$ cat src/timer_irq_pkg.sv
// Constants and types shared by the timer interrupt enable block
package timer_irq_pkg;
  localparam int CH_COUNT = 3;
  localparam int DATA_W = 16;
  localparam int ADDR_W = 8;
  localparam int CNT_W = 16;
  localparam int REG_W = 8;
  localparam int FLAG_W = 6;
  localparam int CMP_PER_CH = 4;
  localparam int CMP_COUNT = 12;
  localparam int PIN_CTRL_W = 4;
  // Enable register layout
  localparam logic [7:0] IER_RESET = 8'h40;
  localparam logic [7:0] IER_FIXED_ONE = 8'h40;
  localparam logic [7:0] IER_WMASK_CH0 = 8'h9F;
  localparam logic [7:0] IER_WMASK_CH12 = 8'hB3;
  localparam int BIT_ADC = 7;
  localparam int BIT_UNDER = 5;
  localparam int BIT_OVER = 4;
  localparam int BIT_D = 3;
  localparam int BIT_C = 2;
  localparam int BIT_B = 1;
  localparam int BIT_A = 0;
  localparam int BIT_DIR = 7;
  localparam int BIT_FIXED = 6;
  // Status register layout
  localparam logic [7:0] STATUS_FIXED_CH0 = 8'hC0;
  localparam logic [7:0] STATUS_FIXED_CH12 = 8'h40;
  localparam logic [5:0] FLAG_VALID_CH0 = 6'h1F;
  localparam logic [5:0] FLAG_VALID_CH12 = 6'h33;
  localparam logic [5:0] FLAG_RESET = 6'h00;
  // Register map
  localparam logic [7:0] ADDR_IER_BASE = 8'h00;
  localparam logic [7:0] ADDR_STAT_BASE = 8'h03;
  localparam logic [7:0] ADDR_PIN_CTRL = 8'h06;
  localparam logic [7:0] ADDR_INT_STAT = 8'h07;
  localparam logic [7:0] ADDR_INT_MASK = 8'h08;
  localparam logic [7:0] ADDR_CNT_BASE = 8'h0C;
  localparam logic [7:0] ADDR_CMP_BASE = 8'h10;
  // Counter and pin control
  localparam logic [15:0] CNT_MAX = 16'hFFFF;
  localparam logic [15:0] CNT_ZERO = 16'h0000;
  localparam logic [15:0] CMP_RESET = 16'hFFFF;
  localparam logic [3:0] PIN_CTRL_RESET = 4'h0;
  localparam int PIN_INIT_BIT = 2;
  localparam int PIN_CAPTURE_BIT = 3;
  localparam logic [2:0] SUM_RESET = 3'h0;
  typedef enum logic [1:0] {PIN_DISABLED, PIN_DRIVE_0, PIN_DRIVE_1,
    PIN_TOGGLE} pin_mode_type;
endpackage
$ cat src/ch2_pin_output.sv
// Compare output pin of channel 2 register A
module ch2_pin_output
  import timer_irq_pkg::*;
(
  // Clock and reset
  input wire logic clk,
  input wire logic resetn,
  input wire logic clear,
  // Control
  input wire logic [PIN_CTRL_W-1:0] ctrl,
  input wire logic ctrl_load,
  input wire logic match,
  // Pin
  output logic pin_out,
  output logic pin_oe
);
  pin_mode_type mode;

  assign mode = pin_mode_type'(ctrl[1:0]);

  // Capture setting leaves the pin undriven
  always_ff @(posedge clk or negedge resetn)
  begin
    if (!resetn)
      pin_oe <= 1'b0;
    else if (clear)
      pin_oe <= 1'b0;
    else
      pin_oe <= !ctrl[PIN_CAPTURE_BIT] && mode != PIN_DISABLED;
  end

  always_ff @(posedge clk or negedge resetn)
  begin
    if (!resetn)
      pin_out <= 1'b0;
    else if (clear)
      pin_out <= 1'b0;
    else if (ctrl_load)
      pin_out <= ctrl[PIN_INIT_BIT];
    else if (match && !ctrl[PIN_CAPTURE_BIT])
    begin
      unique case (mode)
        PIN_DISABLED: pin_out <= pin_out;
        PIN_DRIVE_0: pin_out <= 1'b0;
        PIN_DRIVE_1: pin_out <= 1'b1;
        PIN_TOGGLE: pin_out <= !pin_out;
      endcase
    end
  end
endmodule

$ cat src/channel_counter_unit.sv
// 16-bit channel counter with wrap detection and direction flag
module channel_counter_unit
  import timer_irq_pkg::*;
#(
  parameter bit PHASE_OK = 1'b0
)
(
  // Clock and reset
  input wire logic clk,
  input wire logic resetn,
  input wire logic clear,
  // Count control
  input wire logic count_en,
  input wire logic count_down,
  input wire logic phase_mode,
  // State and events
  output logic [CNT_W-1:0] cnt,
  output logic up_dir,
  output logic overflow_evt,
  output logic underflow_evt,
  output logic moved
);
  logic down;

  // Down counting only exists in phase counting channels
  assign down = PHASE_OK && phase_mode && count_down;

  always_ff @(posedge clk or negedge resetn)
  begin
    if (!resetn)
      cnt <= CNT_ZERO;
    else if (clear)
      cnt <= CNT_ZERO;
    else if (count_en)
      cnt <= down ? cnt - 16'h0001 : cnt + 16'h0001;
  end

  always_ff @(posedge clk or negedge resetn)
  begin
    if (!resetn)
      up_dir <= 1'b1;
    else if (clear)
      up_dir <= 1'b1;
    else if (count_en)
      up_dir <= !down;
  end

  always_ff @(posedge clk or negedge resetn)
  begin
    if (!resetn)
    begin
      overflow_evt <= 1'b0;
      underflow_evt <= 1'b0;
      moved <= 1'b0;
    end
    else
    begin
      overflow_evt <= !clear && count_en && !down && cnt == CNT_MAX;
      underflow_evt <= !clear && count_en && down && cnt == CNT_ZERO;
      moved <= !clear && count_en;
    end
  end
endmodule

$ cat src/timer_irq_enable_gating.sv
// Interrupt enable gating of a three-channel 16-bit pulse timer
//
// Local design decisions: the strobed register port and the register offsets.
module timer_irq_enable_gating
  import timer_irq_pkg::*;
(
  // Clock and reset
  input wire logic MCLK,
  input wire logic RESETN,
  // Hardware standby pin, asynchronous
  input wire logic HW_STANDBY,
  // Register port
  input wire logic [timer_irq_pkg::ADDR_W-1:0] ADDR,
  input wire logic [timer_irq_pkg::DATA_W-1:0] WDATA,
  input wire logic WR,
  input wire logic RD,
  output logic [timer_irq_pkg::DATA_W-1:0] RDATA,
  // Count control from logic on the same clock
  input wire logic [timer_irq_pkg::CH_COUNT-1:0] COUNT_EN,
  input wire logic [timer_irq_pkg::CH_COUNT-1:0] COUNT_DOWN,
  input wire logic [timer_irq_pkg::CH_COUNT-1:0] PHASE_MODE,
  // Interrupt requests per channel
  output logic [timer_irq_pkg::CH_COUNT-1:0] MATCH_A_IRQ,
  output logic [timer_irq_pkg::CH_COUNT-1:0] MATCH_B_IRQ,
  output logic MATCH_C_IRQ,
  output logic MATCH_D_IRQ,
  output logic [timer_irq_pkg::CH_COUNT-1:0] OVERFLOW_IRQ,
  output logic [timer_irq_pkg::CH_COUNT-1:0] UNDERFLOW_IRQ,
  // Summary interrupt and A/D trigger
  output logic IRQ,
  output logic ADC_START,
  // Channel 2 compare pin
  output logic PIN_A2_OUT,
  output logic PIN_A2_OE
);
  import timer_irq_pkg::*;

  function automatic logic [7:0] ier_wmask(input int ch);
    ier_wmask = (ch == 0) ? IER_WMASK_CH0 : IER_WMASK_CH12;
  endfunction

  function automatic logic [5:0] flag_valid(input int ch);
    flag_valid = (ch == 0) ? FLAG_VALID_CH0 : FLAG_VALID_CH12;
  endfunction

  function automatic logic hit(input logic [7:0] a, input logic [7:0] b,
                               input int idx);
    hit = a == b + 8'(idx);
  endfunction

  logic standby_s1, standby_s2, standby_s3;
  logic standby_reg;
  logic [7:0] channel_irq_enable_reg [CH_COUNT];
  logic [5:0] flag_reg [CH_COUNT];
  logic [5:0] seen_reg [CH_COUNT];
  logic [5:0] evt [CH_COUNT];
  logic [CNT_W-1:0] cmp_reg [CMP_COUNT];
  logic [CNT_W-1:0] cnt [CH_COUNT];
  logic [CH_COUNT-1:0] up_dir, ovf_evt, unf_evt, moved;
  logic [PIN_CTRL_W-1:0] pin_ctrl_reg;
  logic [2:0] int_stat_reg, int_mask_reg, chan_evt;
  logic [DATA_W-1:0] rdata_reg, rdata_next;
  logic adc_start_reg;
  logic [REG_W-1:0] fixed_bits;

  // Standby pin: three stages, a change counts once stages 2 and 3 agree
  always_ff @(posedge MCLK or negedge RESETN)
  begin
    if (!RESETN)
    begin
      standby_s1 <= 1'b0;
      standby_s2 <= 1'b0;
      standby_s3 <= 1'b0;
    end
    else
    begin
      standby_s1 <= HW_STANDBY;
      standby_s2 <= standby_s1;
      standby_s3 <= standby_s2;
    end
  end

  always_ff @(posedge MCLK or negedge RESETN)
  begin
    if (!RESETN)
      standby_reg <= 1'b0;
    else if (standby_s2 == standby_s3)
      standby_reg <= standby_s3;
  end

  // Counters; only channels 1 and 2 can phase count
  for (genvar g = 0; g < CH_COUNT; g++)
  begin : gen_cnt
    channel_counter_unit #(.PHASE_OK(g != 0)) u_cnt (
      .clk(MCLK),
      .resetn(RESETN),
      .clear(standby_reg),
      .count_en(COUNT_EN[g]),
      .count_down(COUNT_DOWN[g]),
      .phase_mode(PHASE_MODE[g]),
      .cnt(cnt[g]),
      .up_dir(up_dir[g]),
      .overflow_evt(ovf_evt[g]),
      .underflow_evt(unf_evt[g]),
      .moved(moved[g])
    );
  end

  // Events; compare is checked once per counter step so a stopped counter
  // does not keep setting the flag
  always_comb
  begin
    for (int c = 0; c < CH_COUNT; c++)
    begin
      evt[c] = FLAG_RESET;
      evt[c][BIT_OVER] = ovf_evt[c];
      evt[c][BIT_UNDER] = unf_evt[c];
      evt[c][BIT_A] = moved[c] && cnt[c] == cmp_reg[c*CMP_PER_CH];
      evt[c][BIT_B] = moved[c] && cnt[c] == cmp_reg[c*CMP_PER_CH+1];
      evt[c][BIT_C] = moved[c] && cnt[c] == cmp_reg[c*CMP_PER_CH+2];
      evt[c][BIT_D] = moved[c] && cnt[c] == cmp_reg[c*CMP_PER_CH+3];
      evt[c] = evt[c] & flag_valid(c);
      chan_evt[c] = |evt[c];
    end
  end

  // Enable registers: fixed bit 6, reserved bits held at zero
  always_ff @(posedge MCLK or negedge RESETN)
  begin
    if (!RESETN)
    begin
      for (int c = 0; c < CH_COUNT; c++)
        channel_irq_enable_reg[c] <= IER_RESET;
    end
    else if (standby_reg)
    begin
      for (int c = 0; c < CH_COUNT; c++)
        channel_irq_enable_reg[c] <= IER_RESET;
    end
    else if (WR)
    begin
      for (int c = 0; c < CH_COUNT; c++)
        if (hit(ADDR, ADDR_IER_BASE, c))
          channel_irq_enable_reg[c] <= (WDATA[7:0] & ier_wmask(c))
            | IER_FIXED_ONE;
    end
  end

  // Read-as-one tracking for the zero-write clear
  always_ff @(posedge MCLK or negedge RESETN)
  begin
    if (!RESETN)
    begin
      for (int c = 0; c < CH_COUNT; c++)
        seen_reg[c] <= FLAG_RESET;
    end
    else
    begin
      for (int c = 0; c < CH_COUNT; c++)
        if (standby_reg)
          seen_reg[c] <= FLAG_RESET;
        else if (RD && hit(ADDR, ADDR_STAT_BASE, c))
          seen_reg[c] <= flag_reg[c];
        else if (WR && hit(ADDR, ADDR_STAT_BASE, c))
          seen_reg[c] <= FLAG_RESET;
    end
  end

  // Status flags: a new event wins over a clear in the same cycle
  always_ff @(posedge MCLK or negedge RESETN)
  begin
    if (!RESETN)
    begin
      for (int c = 0; c < CH_COUNT; c++)
        flag_reg[c] <= FLAG_RESET;
    end
    else
    begin
      for (int c = 0; c < CH_COUNT; c++)
        if (standby_reg)
          flag_reg[c] <= FLAG_RESET;
        else if (WR && hit(ADDR, ADDR_STAT_BASE, c))
          flag_reg[c] <= (flag_reg[c] & ~(seen_reg[c] & ~WDATA[5:0]))
            | evt[c];
        else
          flag_reg[c] <= flag_reg[c] | evt[c];
    end
  end

  // Compare registers
  always_ff @(posedge MCLK or negedge RESETN)
  begin
    if (!RESETN)
    begin
      for (int i = 0; i < CMP_COUNT; i++)
        cmp_reg[i] <= CMP_RESET;
    end
    else
    begin
      for (int i = 0; i < CMP_COUNT; i++)
        if (standby_reg)
          cmp_reg[i] <= CMP_RESET;
        else if (WR && hit(ADDR, ADDR_CMP_BASE, i))
          cmp_reg[i] <= WDATA;
    end
  end

  // Channel 2 pin control
  always_ff @(posedge MCLK or negedge RESETN)
  begin
    if (!RESETN)
      pin_ctrl_reg <= PIN_CTRL_RESET;
    else if (standby_reg)
      pin_ctrl_reg <= PIN_CTRL_RESET;
    else if (WR && ADDR == ADDR_PIN_CTRL)
      pin_ctrl_reg <= WDATA[PIN_CTRL_W-1:0];
  end

  ch2_pin_output u_pin (
    .clk(MCLK),
    .resetn(RESETN),
    .clear(standby_reg),
    .ctrl(pin_ctrl_reg),
    .ctrl_load(WR && ADDR == ADDR_PIN_CTRL),
    .match(evt[2][BIT_A]),
    .pin_out(PIN_A2_OUT),
    .pin_oe(PIN_A2_OE)
  );

  // Summary interrupt: sticky per channel, write one to clear, set wins
  always_ff @(posedge MCLK or negedge RESETN)
  begin
    if (!RESETN)
      int_stat_reg <= SUM_RESET;
    else if (standby_reg)
      int_stat_reg <= SUM_RESET;
    else if (WR && ADDR == ADDR_INT_STAT)
      int_stat_reg <= (int_stat_reg & ~WDATA[2:0]) | chan_evt;
    else
      int_stat_reg <= int_stat_reg | chan_evt;
  end

  always_ff @(posedge MCLK or negedge RESETN)
  begin
    if (!RESETN)
      int_mask_reg <= SUM_RESET;
    else if (standby_reg)
      int_mask_reg <= SUM_RESET;
    else if (WR && ADDR == ADDR_INT_MASK)
      int_mask_reg <= WDATA[2:0];
  end

  assign IRQ = |(int_stat_reg & int_mask_reg);

  // A/D start pulse, one cycle after a gated match A
  always_ff @(posedge MCLK or negedge RESETN)
  begin
    if (!RESETN)
      adc_start_reg <= 1'b0;
    else
    begin
      adc_start_reg <= 1'b0;
      for (int c = 0; c < CH_COUNT; c++)
        if (evt[c][BIT_A] && channel_irq_enable_reg[c][BIT_ADC])
          adc_start_reg <= 1'b1;
    end
  end

  assign ADC_START = adc_start_reg;

  // Requests follow flag and enable as levels
  always_comb
  begin
    for (int c = 0; c < CH_COUNT; c++)
    begin
      MATCH_A_IRQ[c] = flag_reg[c][BIT_A]
        && channel_irq_enable_reg[c][BIT_A];
      MATCH_B_IRQ[c] = flag_reg[c][BIT_B]
        && channel_irq_enable_reg[c][BIT_B];
      OVERFLOW_IRQ[c] = flag_reg[c][BIT_OVER]
        && channel_irq_enable_reg[c][BIT_OVER];
      UNDERFLOW_IRQ[c] = flag_reg[c][BIT_UNDER]
        && channel_irq_enable_reg[c][BIT_UNDER];
    end
  end

  assign MATCH_C_IRQ = flag_reg[0][BIT_C]
    && channel_irq_enable_reg[0][BIT_C];
  assign MATCH_D_IRQ = flag_reg[0][BIT_D]
    && channel_irq_enable_reg[0][BIT_D];

  // Read mux; unmapped addresses read zero
  always_comb
  begin
    rdata_next = '0;
    fixed_bits = '0;
    for (int c = 0; c < CH_COUNT; c++)
    begin
      if (hit(ADDR, ADDR_IER_BASE, c))
        rdata_next = {8'h00, channel_irq_enable_reg[c] | IER_FIXED_ONE};
      if (hit(ADDR, ADDR_STAT_BASE, c))
      begin
        fixed_bits = (c == 0) ? STATUS_FIXED_CH0
          : STATUS_FIXED_CH12 | {up_dir[c], 7'h00};
        rdata_next = {8'h00, fixed_bits | {2'b00, flag_reg[c]}};
      end
      if (hit(ADDR, ADDR_CNT_BASE, c))
        rdata_next = cnt[c];
    end
    for (int i = 0; i < CMP_COUNT; i++)
      if (hit(ADDR, ADDR_CMP_BASE, i))
        rdata_next = cmp_reg[i];
    if (ADDR == ADDR_PIN_CTRL)
      rdata_next = {12'h000, pin_ctrl_reg};
    if (ADDR == ADDR_INT_STAT)
      rdata_next = {13'h0000, int_stat_reg};
    if (ADDR == ADDR_INT_MASK)
      rdata_next = {13'h0000, int_mask_reg};
  end

  // Data stand only in the cycle after the read strobe
  always_ff @(posedge MCLK or negedge RESETN)
  begin
    if (!RESETN)
      rdata_reg <= '0;
    else
      rdata_reg <= RD ? rdata_next : '0;
  end

  assign RDATA = rdata_reg;
endmodule

$ cat config.mk
export PLATFORM = sky130hd
export DESIGN_NAME = timer_irq_enable_gating
export DESIGN_NICKNAME = d
export VERILOG_FILES = /design/src/timer_irq_pkg.sv /design/src/ch2_pin_output.sv /design/src/channel_counter_unit.sv /design/src/timer_irq_enable_gating.sv
export SDC_FILE = /design/constraint.sdc
export NUM_CORES = 1
export LEC_CHECK = 0
export ABC_AREA = 1
export BUFFER_PORTS_ARGS = -buffer_cell sky130_fd_sc_hd__buf_4
export CAP_MARGIN = 0
export CORE_ASPECT_RATIO = 0.6
export CORE_MARGIN = 3
export CORE_UTILIZATION = 58
export CTS_BUF_LIST = sky130_fd_sc_hd__clkbuf_8
export CTS_CLUSTER_SIZE = 30
export DETAILED_ROUTE_END_ITERATION = 6
export PLACE_DENSITY = 0.79
export SYNTH_ARGS = -nofsm -noshare
export SYNTH_HDL_FRONTEND = slang
export SYNTH_SLANG_ARGS = --single-unit
$ cat constraint.sdc
create_clock -name MCLK -period 2.3 [get_ports MCLK]
set_input_delay 0 -clock MCLK [delete_from_list [all_inputs] [get_ports MCLK]]
set_output_delay 0 -clock MCLK [all_outputs]
set_load 0.005 [all_outputs]
==> flow_summary.yaml, run 1 <==
sta:
  fmax_ghz: 0.4018
  finClkSkew_ns: 0.03122
  tightestPinTransition_ns: 1.254
  layout_setup_ws_ns: -0.1885
  maxSlewHeadroom: 0.1607
  finalHoldViolCount: 7
  rsz0062_at_grt: "yes"
  finalCritPeriodShare: 1.082
  final-max-slew-violation-count: 0
  holdWs_ns: -0.01545
  finalSetupViolCount: 12
  final.min_clock_period_ns: 2.488
synthesis:
  synth_flop_cell: "dfstp_2"
  synth_most_common_cell: "nand2_1"
  avgSynthCellArea_um2: 7.912
  synth.mux.area_fraction: 0.001235
  synth_xor_area_frac: 0.02834
  synthTopCellsByArea: "dfstp_2 28%, dfrtp_1 19%, nand2_1 9.5%"
  synth_compound_area_frac: 0.1835
  yosysSeqAreaShare: 0.4730
  syn_area_um2: 18240
  ys_ff_latch: 335
  synthesis.nets: 2374
  synth-edff-count: 0
  synth_top_family_by_area: "simple AND/OR/NAND/NOR gates"
  synthCells: 2305
  synth_common_cells: "462 x nand2_1, 293 x nor2_1, 269 x inv_1"
  synthAdderAreaFrac: 0.02264
  synth_warnings: 0
  synthSimpleGateAreaFrac: 0.2139
  yosysUniqueCellTypes: 66
  synthDominantCellAreaShare: 0.2795
  async_reset_ff_frac: 1.000
  synth_largest_area_cell: "dfstp_2"
global_routing:
  grt_pass1_vias: 18190
  grt_overflow_total: 0
  antenna_found_initial: 3
  grt_pass1_wl_um: 111100
  grt_max_degree: 91
  track_usage: 0.4377
floorplanning:
  dieArea_um2: 33680
  io_pins: 72
  fp.coreArea_um2: 30470
  initial_core_util: 0.5985
  fp.dieW_um: 234.9
  rows: 49
  dieHeight_um: 143.4
routing:
  dr.pass1.iters: 6
  drc: 0
  top_layer_used: "met5"
  drtIter0Drc: 2937
  num_vias: 19610
  wirelength_um: 76660
  wl_met3_um: 13450
  ant_nets: 0
  wire_per_inst_um: 24.78
  m1WireLength_um: 30240
  viasPerCell: 6.338
  wl_met2_um: 29990
cells_and_area:
  drive_gt1_frac: 0.2774
  final_nets: 2713
  largest_reg_flops: 192
  fin_area_um2: 22850
  n_antenna_cell: 0
  synthToLayoutAreaGrowth_pct: 25.32
  finalNonFillerCells: 3094
  fin_util: 0.7500
place:
  port_buffers: 68
  gp_congestion: 1.079
  dp.cells: 2931
  post-dp-hpwl_um: 55890
  place_area_um2: 20810
worst_setup_path:
  cp_num_cells: 14
  r2r_start: "gen_cnt[1].u_cnt.cnt[2]"
  cp.required_ns: 2.79
  crit_slowest_cell: "dfrtp_1"
  critical_path_class: "flip-flop to flip-flop"
  cp.arrival_ns: 2.98
  reg2reg_slack_ns: -0.19
  reg2reg_depth: 14
  critPathTopFamily: "compound AO/OA/AOI/OAI gates"
  crit_path_max_incr_delay_ns: 0.41
  cp-start-kind: "flip-flop"
  cp-end-kind: "flip-flop"
  worstPathCellList: "ha_4 > nand3_2 > nand2_2 > inv_2 > o21a_1 > o21ai_2 > a21boi_2 > o21ai_2 > a21boi_2 > nor2_2 > nor2_2 > o21bai_1 > xor2_1 > o22ai_1"
  worst-path-buf-inv: 1
  path_max_fanout: 3
  reg2reg_to: "gen_cnt[1].u_cnt.cnt[15]"
power_and_ir_drop:
  power_density_nw_per_um2: 725.5
  p_sw_frac: 0.3352
  leakagePower_nw: 10.63
  power.switching_mw: 5.558
  p_int_mw: 11.02
  p_comb_frac: 0.211
  finalPower_mw: 16.58
  peakVddDrop_mv: 0.6216
  pwr-share-seq: 0.461
  power_frac_clock: 0.328
clocking:
  htree_levels: 2
  cts_sinks: 335
  cts-root-buf: "clkbuf_8"
  clk_latency_ns: 0.64
  clk_pin_slew_ns: 0.07
  cts_buffer_depth: 3
  cts_buffers: 50
  cts_tree: "yes"
flow_run:
  maxCapViolCount: 0
outcome:
  violations: "hold timing, setup timing"
  status: "complete, but fails checks"
worst_hold_path:
  worstHoldPathType: "input port to asynchronous set/reset pin"
## cells in the final DEF (no fill, tap or decap), types with 6 or more instances in the layout
cell type / count
nand4_1: 47
nor2_1: 281
nand3_1: 40
o21ai_1: 13
xor2_1: 43
nor4_1: 21
dfrtp_1: 139
clkbuf_8: 64
o21ai_2: 19
nand2_2: 15
dlygate4sd3_1: 26
nand2_1: 454
o2111ai_1: 20
inv_1: 277
nor3_2: 6
o31ai_1: 11
o21ai_0: 169
a21oi_1: 219
a221oi_1: 7
a211oi_1: 6
xnor2_1: 15
a21oi_2: 8
dfstp_2: 194
nor2_2: 13
a32o_1: 6
inv_2: 15
o211ai_1: 9
ha_1: 24
o22ai_1: 55
buf_4: 329
buf_12: 9
nor3_1: 23
## through the flow
stage / TNS [ns] / setup WS, ns
after global routing: -2.294 / -0.3132
after floorplan: 0 / 0.009179
after detailed placement: -2.268 / -0.3745
after global placement: -1.329 / -0.3430
after CTS: -0.6284 / -0.1759
final: -1.052 / -0.1885
## routing by layer
metal / track usage / vias to the layer above
li1: - / 8366
met1: 0.6367 / 9267
met2: 0.6022 / 1677
met3: 0.1736 / 297
met4: 0.1296 / 4
met5: 0 / -
## how the worst max path moves through the flow
stage | slack [ns] | end | from
CTS | -0.18 | gen_cnt[2].u_cnt.cnt[14] | gen_cnt[2].u_cnt.cnt[1]
global placement | -0.34 | gen_cnt[2].u_cnt.cnt[14] | gen_cnt[2].u_cnt.cnt[0]
global route | -0.31 | gen_cnt[1].u_cnt.cnt[15] | gen_cnt[1].u_cnt.cnt[2]
floorplan | 0.009 | gen_cnt[2].u_cnt.cnt[14] | gen_cnt[2].u_cnt.cnt[0]
detailed placement | -0.37 | gen_cnt[2].u_cnt.cnt[14] | gen_cnt[2].u_cnt.cnt[0]
finish | -0.19 | gen_cnt[1].u_cnt.cnt[15] | gen_cnt[1].u_cnt.cnt[2]
## timing repair
action	4_1_cts	5_1_grt
pin swaps	22	56
cloned	0	0
setup buffers	29	19
endpoints found under the hold margin	371	0
gates resized for setup	30	78
hold buffers	26	0
endpoints found under the setup margin	11	27
## power by group through the flow
stage          sequential [mW]  combinational (mW)  clock (mW)
6_report                  7.64                3.50        5.44
5_1_grt                   7.68                3.72        5.67
4_1_cts                   7.58                3.17        5.38
3_5_place_dp              7.66                3.01           0
3_3_place_gp              7.64                2.92           0
2_1_floorplan             7.40                1.70           0
## kinds of logic after synthesis
group,Yosys count
AND/OR/NAND/NOR,930
buffers and inverters,363
AO/OA/AOI/OAI,583
XOR/XNOR,59
other,1
flip-flops,335
adder cells (fa/ha/maj),32
multiplexers,2
## area by class of cell
type / instances / area, um^2
Clock buffer: 64 / 880.8
Clock inverter: 30 / 211.5
Fill cell: 2261 / 7617
Inverter: 280 / 1070
Multi-Input combinational cell: 1607 / 8571
Sequential cell: 335 / 8628
Tap cell: 408 / 510.5
Timing Repair Buffer: 370 / 2982
Power figures use the tool's default switching activity.
==> run 2, diff against run 1 <==
--- a/config.mk
+++ b/config.mk
@@ -7,14 +7,12 @@
 export LEC_CHECK = 0
 export ABC_AREA = 1
 export BUFFER_PORTS_ARGS = -buffer_cell sky130_fd_sc_hd__buf_4
-export CAP_MARGIN = 0
 export CORE_ASPECT_RATIO = 0.6
 export CORE_MARGIN = 3
-export CORE_UTILIZATION = 58
+export CORE_UTILIZATION = 35
 export CTS_BUF_LIST = sky130_fd_sc_hd__clkbuf_8
 export CTS_CLUSTER_SIZE = 30
 export DETAILED_ROUTE_END_ITERATION = 6
-export PLACE_DENSITY = 0.79
 export SYNTH_ARGS = -nofsm -noshare
 export SYNTH_HDL_FRONTEND = slang
 export SYNTH_SLANG_ARGS = --single-unit
==> run 2 against run 1 <==
The run ends with setup timing left. First-iteration DRC count down 29%. Clock skew down 0.010 ns. Sequential share of layout area down 1.2 points. Non-clock buffer count up 18. Largest power group unchanged. Highest routed layer unchanged.
==> flow_summary.yaml, run 2 (synthesis results as in run 1) <==
outcome:
  violations: "setup timing"
  status: "complete, but fails checks"
worst_setup_path:
  startpoint: "gen_cnt[2].u_cnt.cnt[1]"
  critical_path_class: "flip-flop to flip-flop"
  r2r_start: "gen_cnt[2].u_cnt.cnt[1]"
  cp-end-kind: "flip-flop"
  cp-start-kind: "flip-flop"
  cp.required_ns: 2.79
  reg2reg_slack_ns: -0.13
  path_max_fanout: 3
  cp.arrival_ns: 2.92
floorplanning:
  rows: 64
  fp.dieW_um: 300.7
  io_pins: 72
  fp.coreArea_um2: 51250
  dieHeight_um: 182.8
  dieArea_um2: 54970
  initial_core_util: 0.3558
sta:
  maxSlewHeadroom: 0.2696
  holdWs_ns: 0.03646
  finClkSkew_ns: 0.02082
  fin_setup_tns_ns: -0.4722
  finalCritPeriodShare: 1.055
  final-max-slew-violation-count: 0
  final.min_clock_period_ns: 2.426
  rsz0062_at_grt: "yes"
  fmax_ghz: 0.4122
  finalSetupViolCount: 5
  tightestPinTransition_ns: 1.096
  layout_setup_ws_ns: -0.1261
  finalHoldViolCount: 0
clocking:
  cts_buffers: 52
  cts_buffer_depth: 3
  htree_levels: 2
  clk_latency_ns: 0.64
  cts_sinks: 335
  cts-root-buf: "clkbuf_8"
  cts_tree: "yes"
  clk_pin_slew_ns: 0.07
routing:
  wl_met2_um: 29340
  wirelength_um: 78960
  num_vias: 18700
  wl_met3_um: 11740
  m1WireLength_um: 36540
  top_layer_used: "met5"
  dr.pass1.iters: 6
  drc: 0
  viasPerCell: 5.501
  drtIter0Drc: 2099
  ant_nets: 0
  wire_per_inst_um: 23.22
cells_and_area:
  final_common_cell: "nand2_1"
  final_cell_mix: "453 x nand2_1, 335 x buf_4, 279 x nor2_1, 268 x inv_1, 221 x a21oi_1"
  fin_util: 0.4601
  final_nets: 2733
  drive_gt1_frac: 0.2893
  synthToLayoutAreaGrowth_pct: 29.29
  largest_reg_flops: 192
  n_antenna_cell: 0
worst_hold_path:
  hold_start: "HW_STANDBY"
  worstHoldPathType: "input port to flip-flop"
global_routing:
  grt_pass1_wl_um: 115100
  grt_pass1_vias: 17710
  track_usage: 0.2807
  grt_overflow_total: 0
  antenna_found_initial: 3
  grt_max_degree: 78
place:
  port_buffers: 68
  gp_congestion: 1.071
  post-dp-hpwl_um: 60230
power_and_ir_drop:
  power_density_nw_per_um2: 714.8
  peakVddDrop_mv: 0.4530
  leakagePower_nw: 10.75
flow_run:
  maxCapViolCount: 0
[run 2: cell count changes in the layout (fill, tap and decap cells not counted), moves of 3 or more]
cell,delta
clkinv_2,+6
a211oi_2,+3
a211oi_1,-3
dlygate4sd3_1,+4
nor2_2,+4
buf_12,+3
inv_1,-9
buf_4,+6
buf_6,+5
[run 2: path summary, 6_finish.rpt]
path                                             to  depth (start not counted)
max                        gen_cnt[2].u_cnt.cnt[14]                         16
min                                      standby_s1                          2
max reg2reg                gen_cnt[2].u_cnt.cnt[14]                         16
min reg2reg                              standby_s2                          0
max in group asynchronous   gen_cnt[1].u_cnt.cnt[6]                          3
min in group asynchronous              cmp_reg[117]                          2
[run 2: repair_timing]
| item | 4_1_cts | 5_1_grt |
|---|---|---|
| gates cloned | 0 | 0 |
| endpoints found under the hold margin | 403 | 0 |
| resized for setup | 42 | 93 |
| endpoints found under the setup margin | 15 | 32 |
| hold buffers | 30 | 0 |
| pin swaps | 24 | 67 |
| setup buffers | 36 | 16 |
[run 2: report_power, final]
| part | switching (mW) | internal, mW |
|---|---|---|
| Sequential | 0.727 | 6.94 |
| Combinational | 2.25 | 1.29 |
| Clock | 2.69 | 2.96 |
[run 2: area by class of cell]
type | instances | area [um^2]
inverter | 280 | 1085
tap | 693 | 867.1
clock inverter | 34 | 269.0
fill | 5100 | 27670
clock buffer | 63 | 867.1
timing repair buffer | 388 | 3183
multi-input combinational | 1607 | 8677
sequential | 335 | 8630
[run 2: layer usage]
| layer | global-route usage | up-vias |
|---|---|---|
| met4 | 0.04707 | 2 |
| met2 | 0.3557 | 1059 |
| li1 | - | 8420 |
| met1 | 0.4270 | 9097 |
| met5 | 0 | - |
| met3 | 0.1352 | 124 |
[run 2: metrics by stage]
stage	instance area [um^2]	instances	power [mW]	worst slack, ns
6_report	23580	3400	16.85	-0.1261
5_1_grt	23580	3400	17.54	-0.3180
4_1_cts	23180	3393	16.59	-0.1526
3_5_place_dp	21320	3231	10.79	-0.3612
3_3_place_gp	21320	3231	10.72	-0.3839
2_1_floorplan	18240	2305	9.102	0.009179
[run 2: critical path, cell delays in order (launching register included)]
cell,delay [ns]
dfrtp_1,0.41
fa_2,0.42
nand3_2,0.07
and2_4,0.16
inv_4,0.04
a21oi_4,0.14
nor2_2,0.06
o21ai_1,0.13
nand2_1,0.11
a21oi_2,0.14
o21bai_1,0.09
nand2_1,0.08
nand2_1,0.05
a21oi_1,0.12
inv_1,0.07
nor2_1,0.09
o22ai_1,0.08
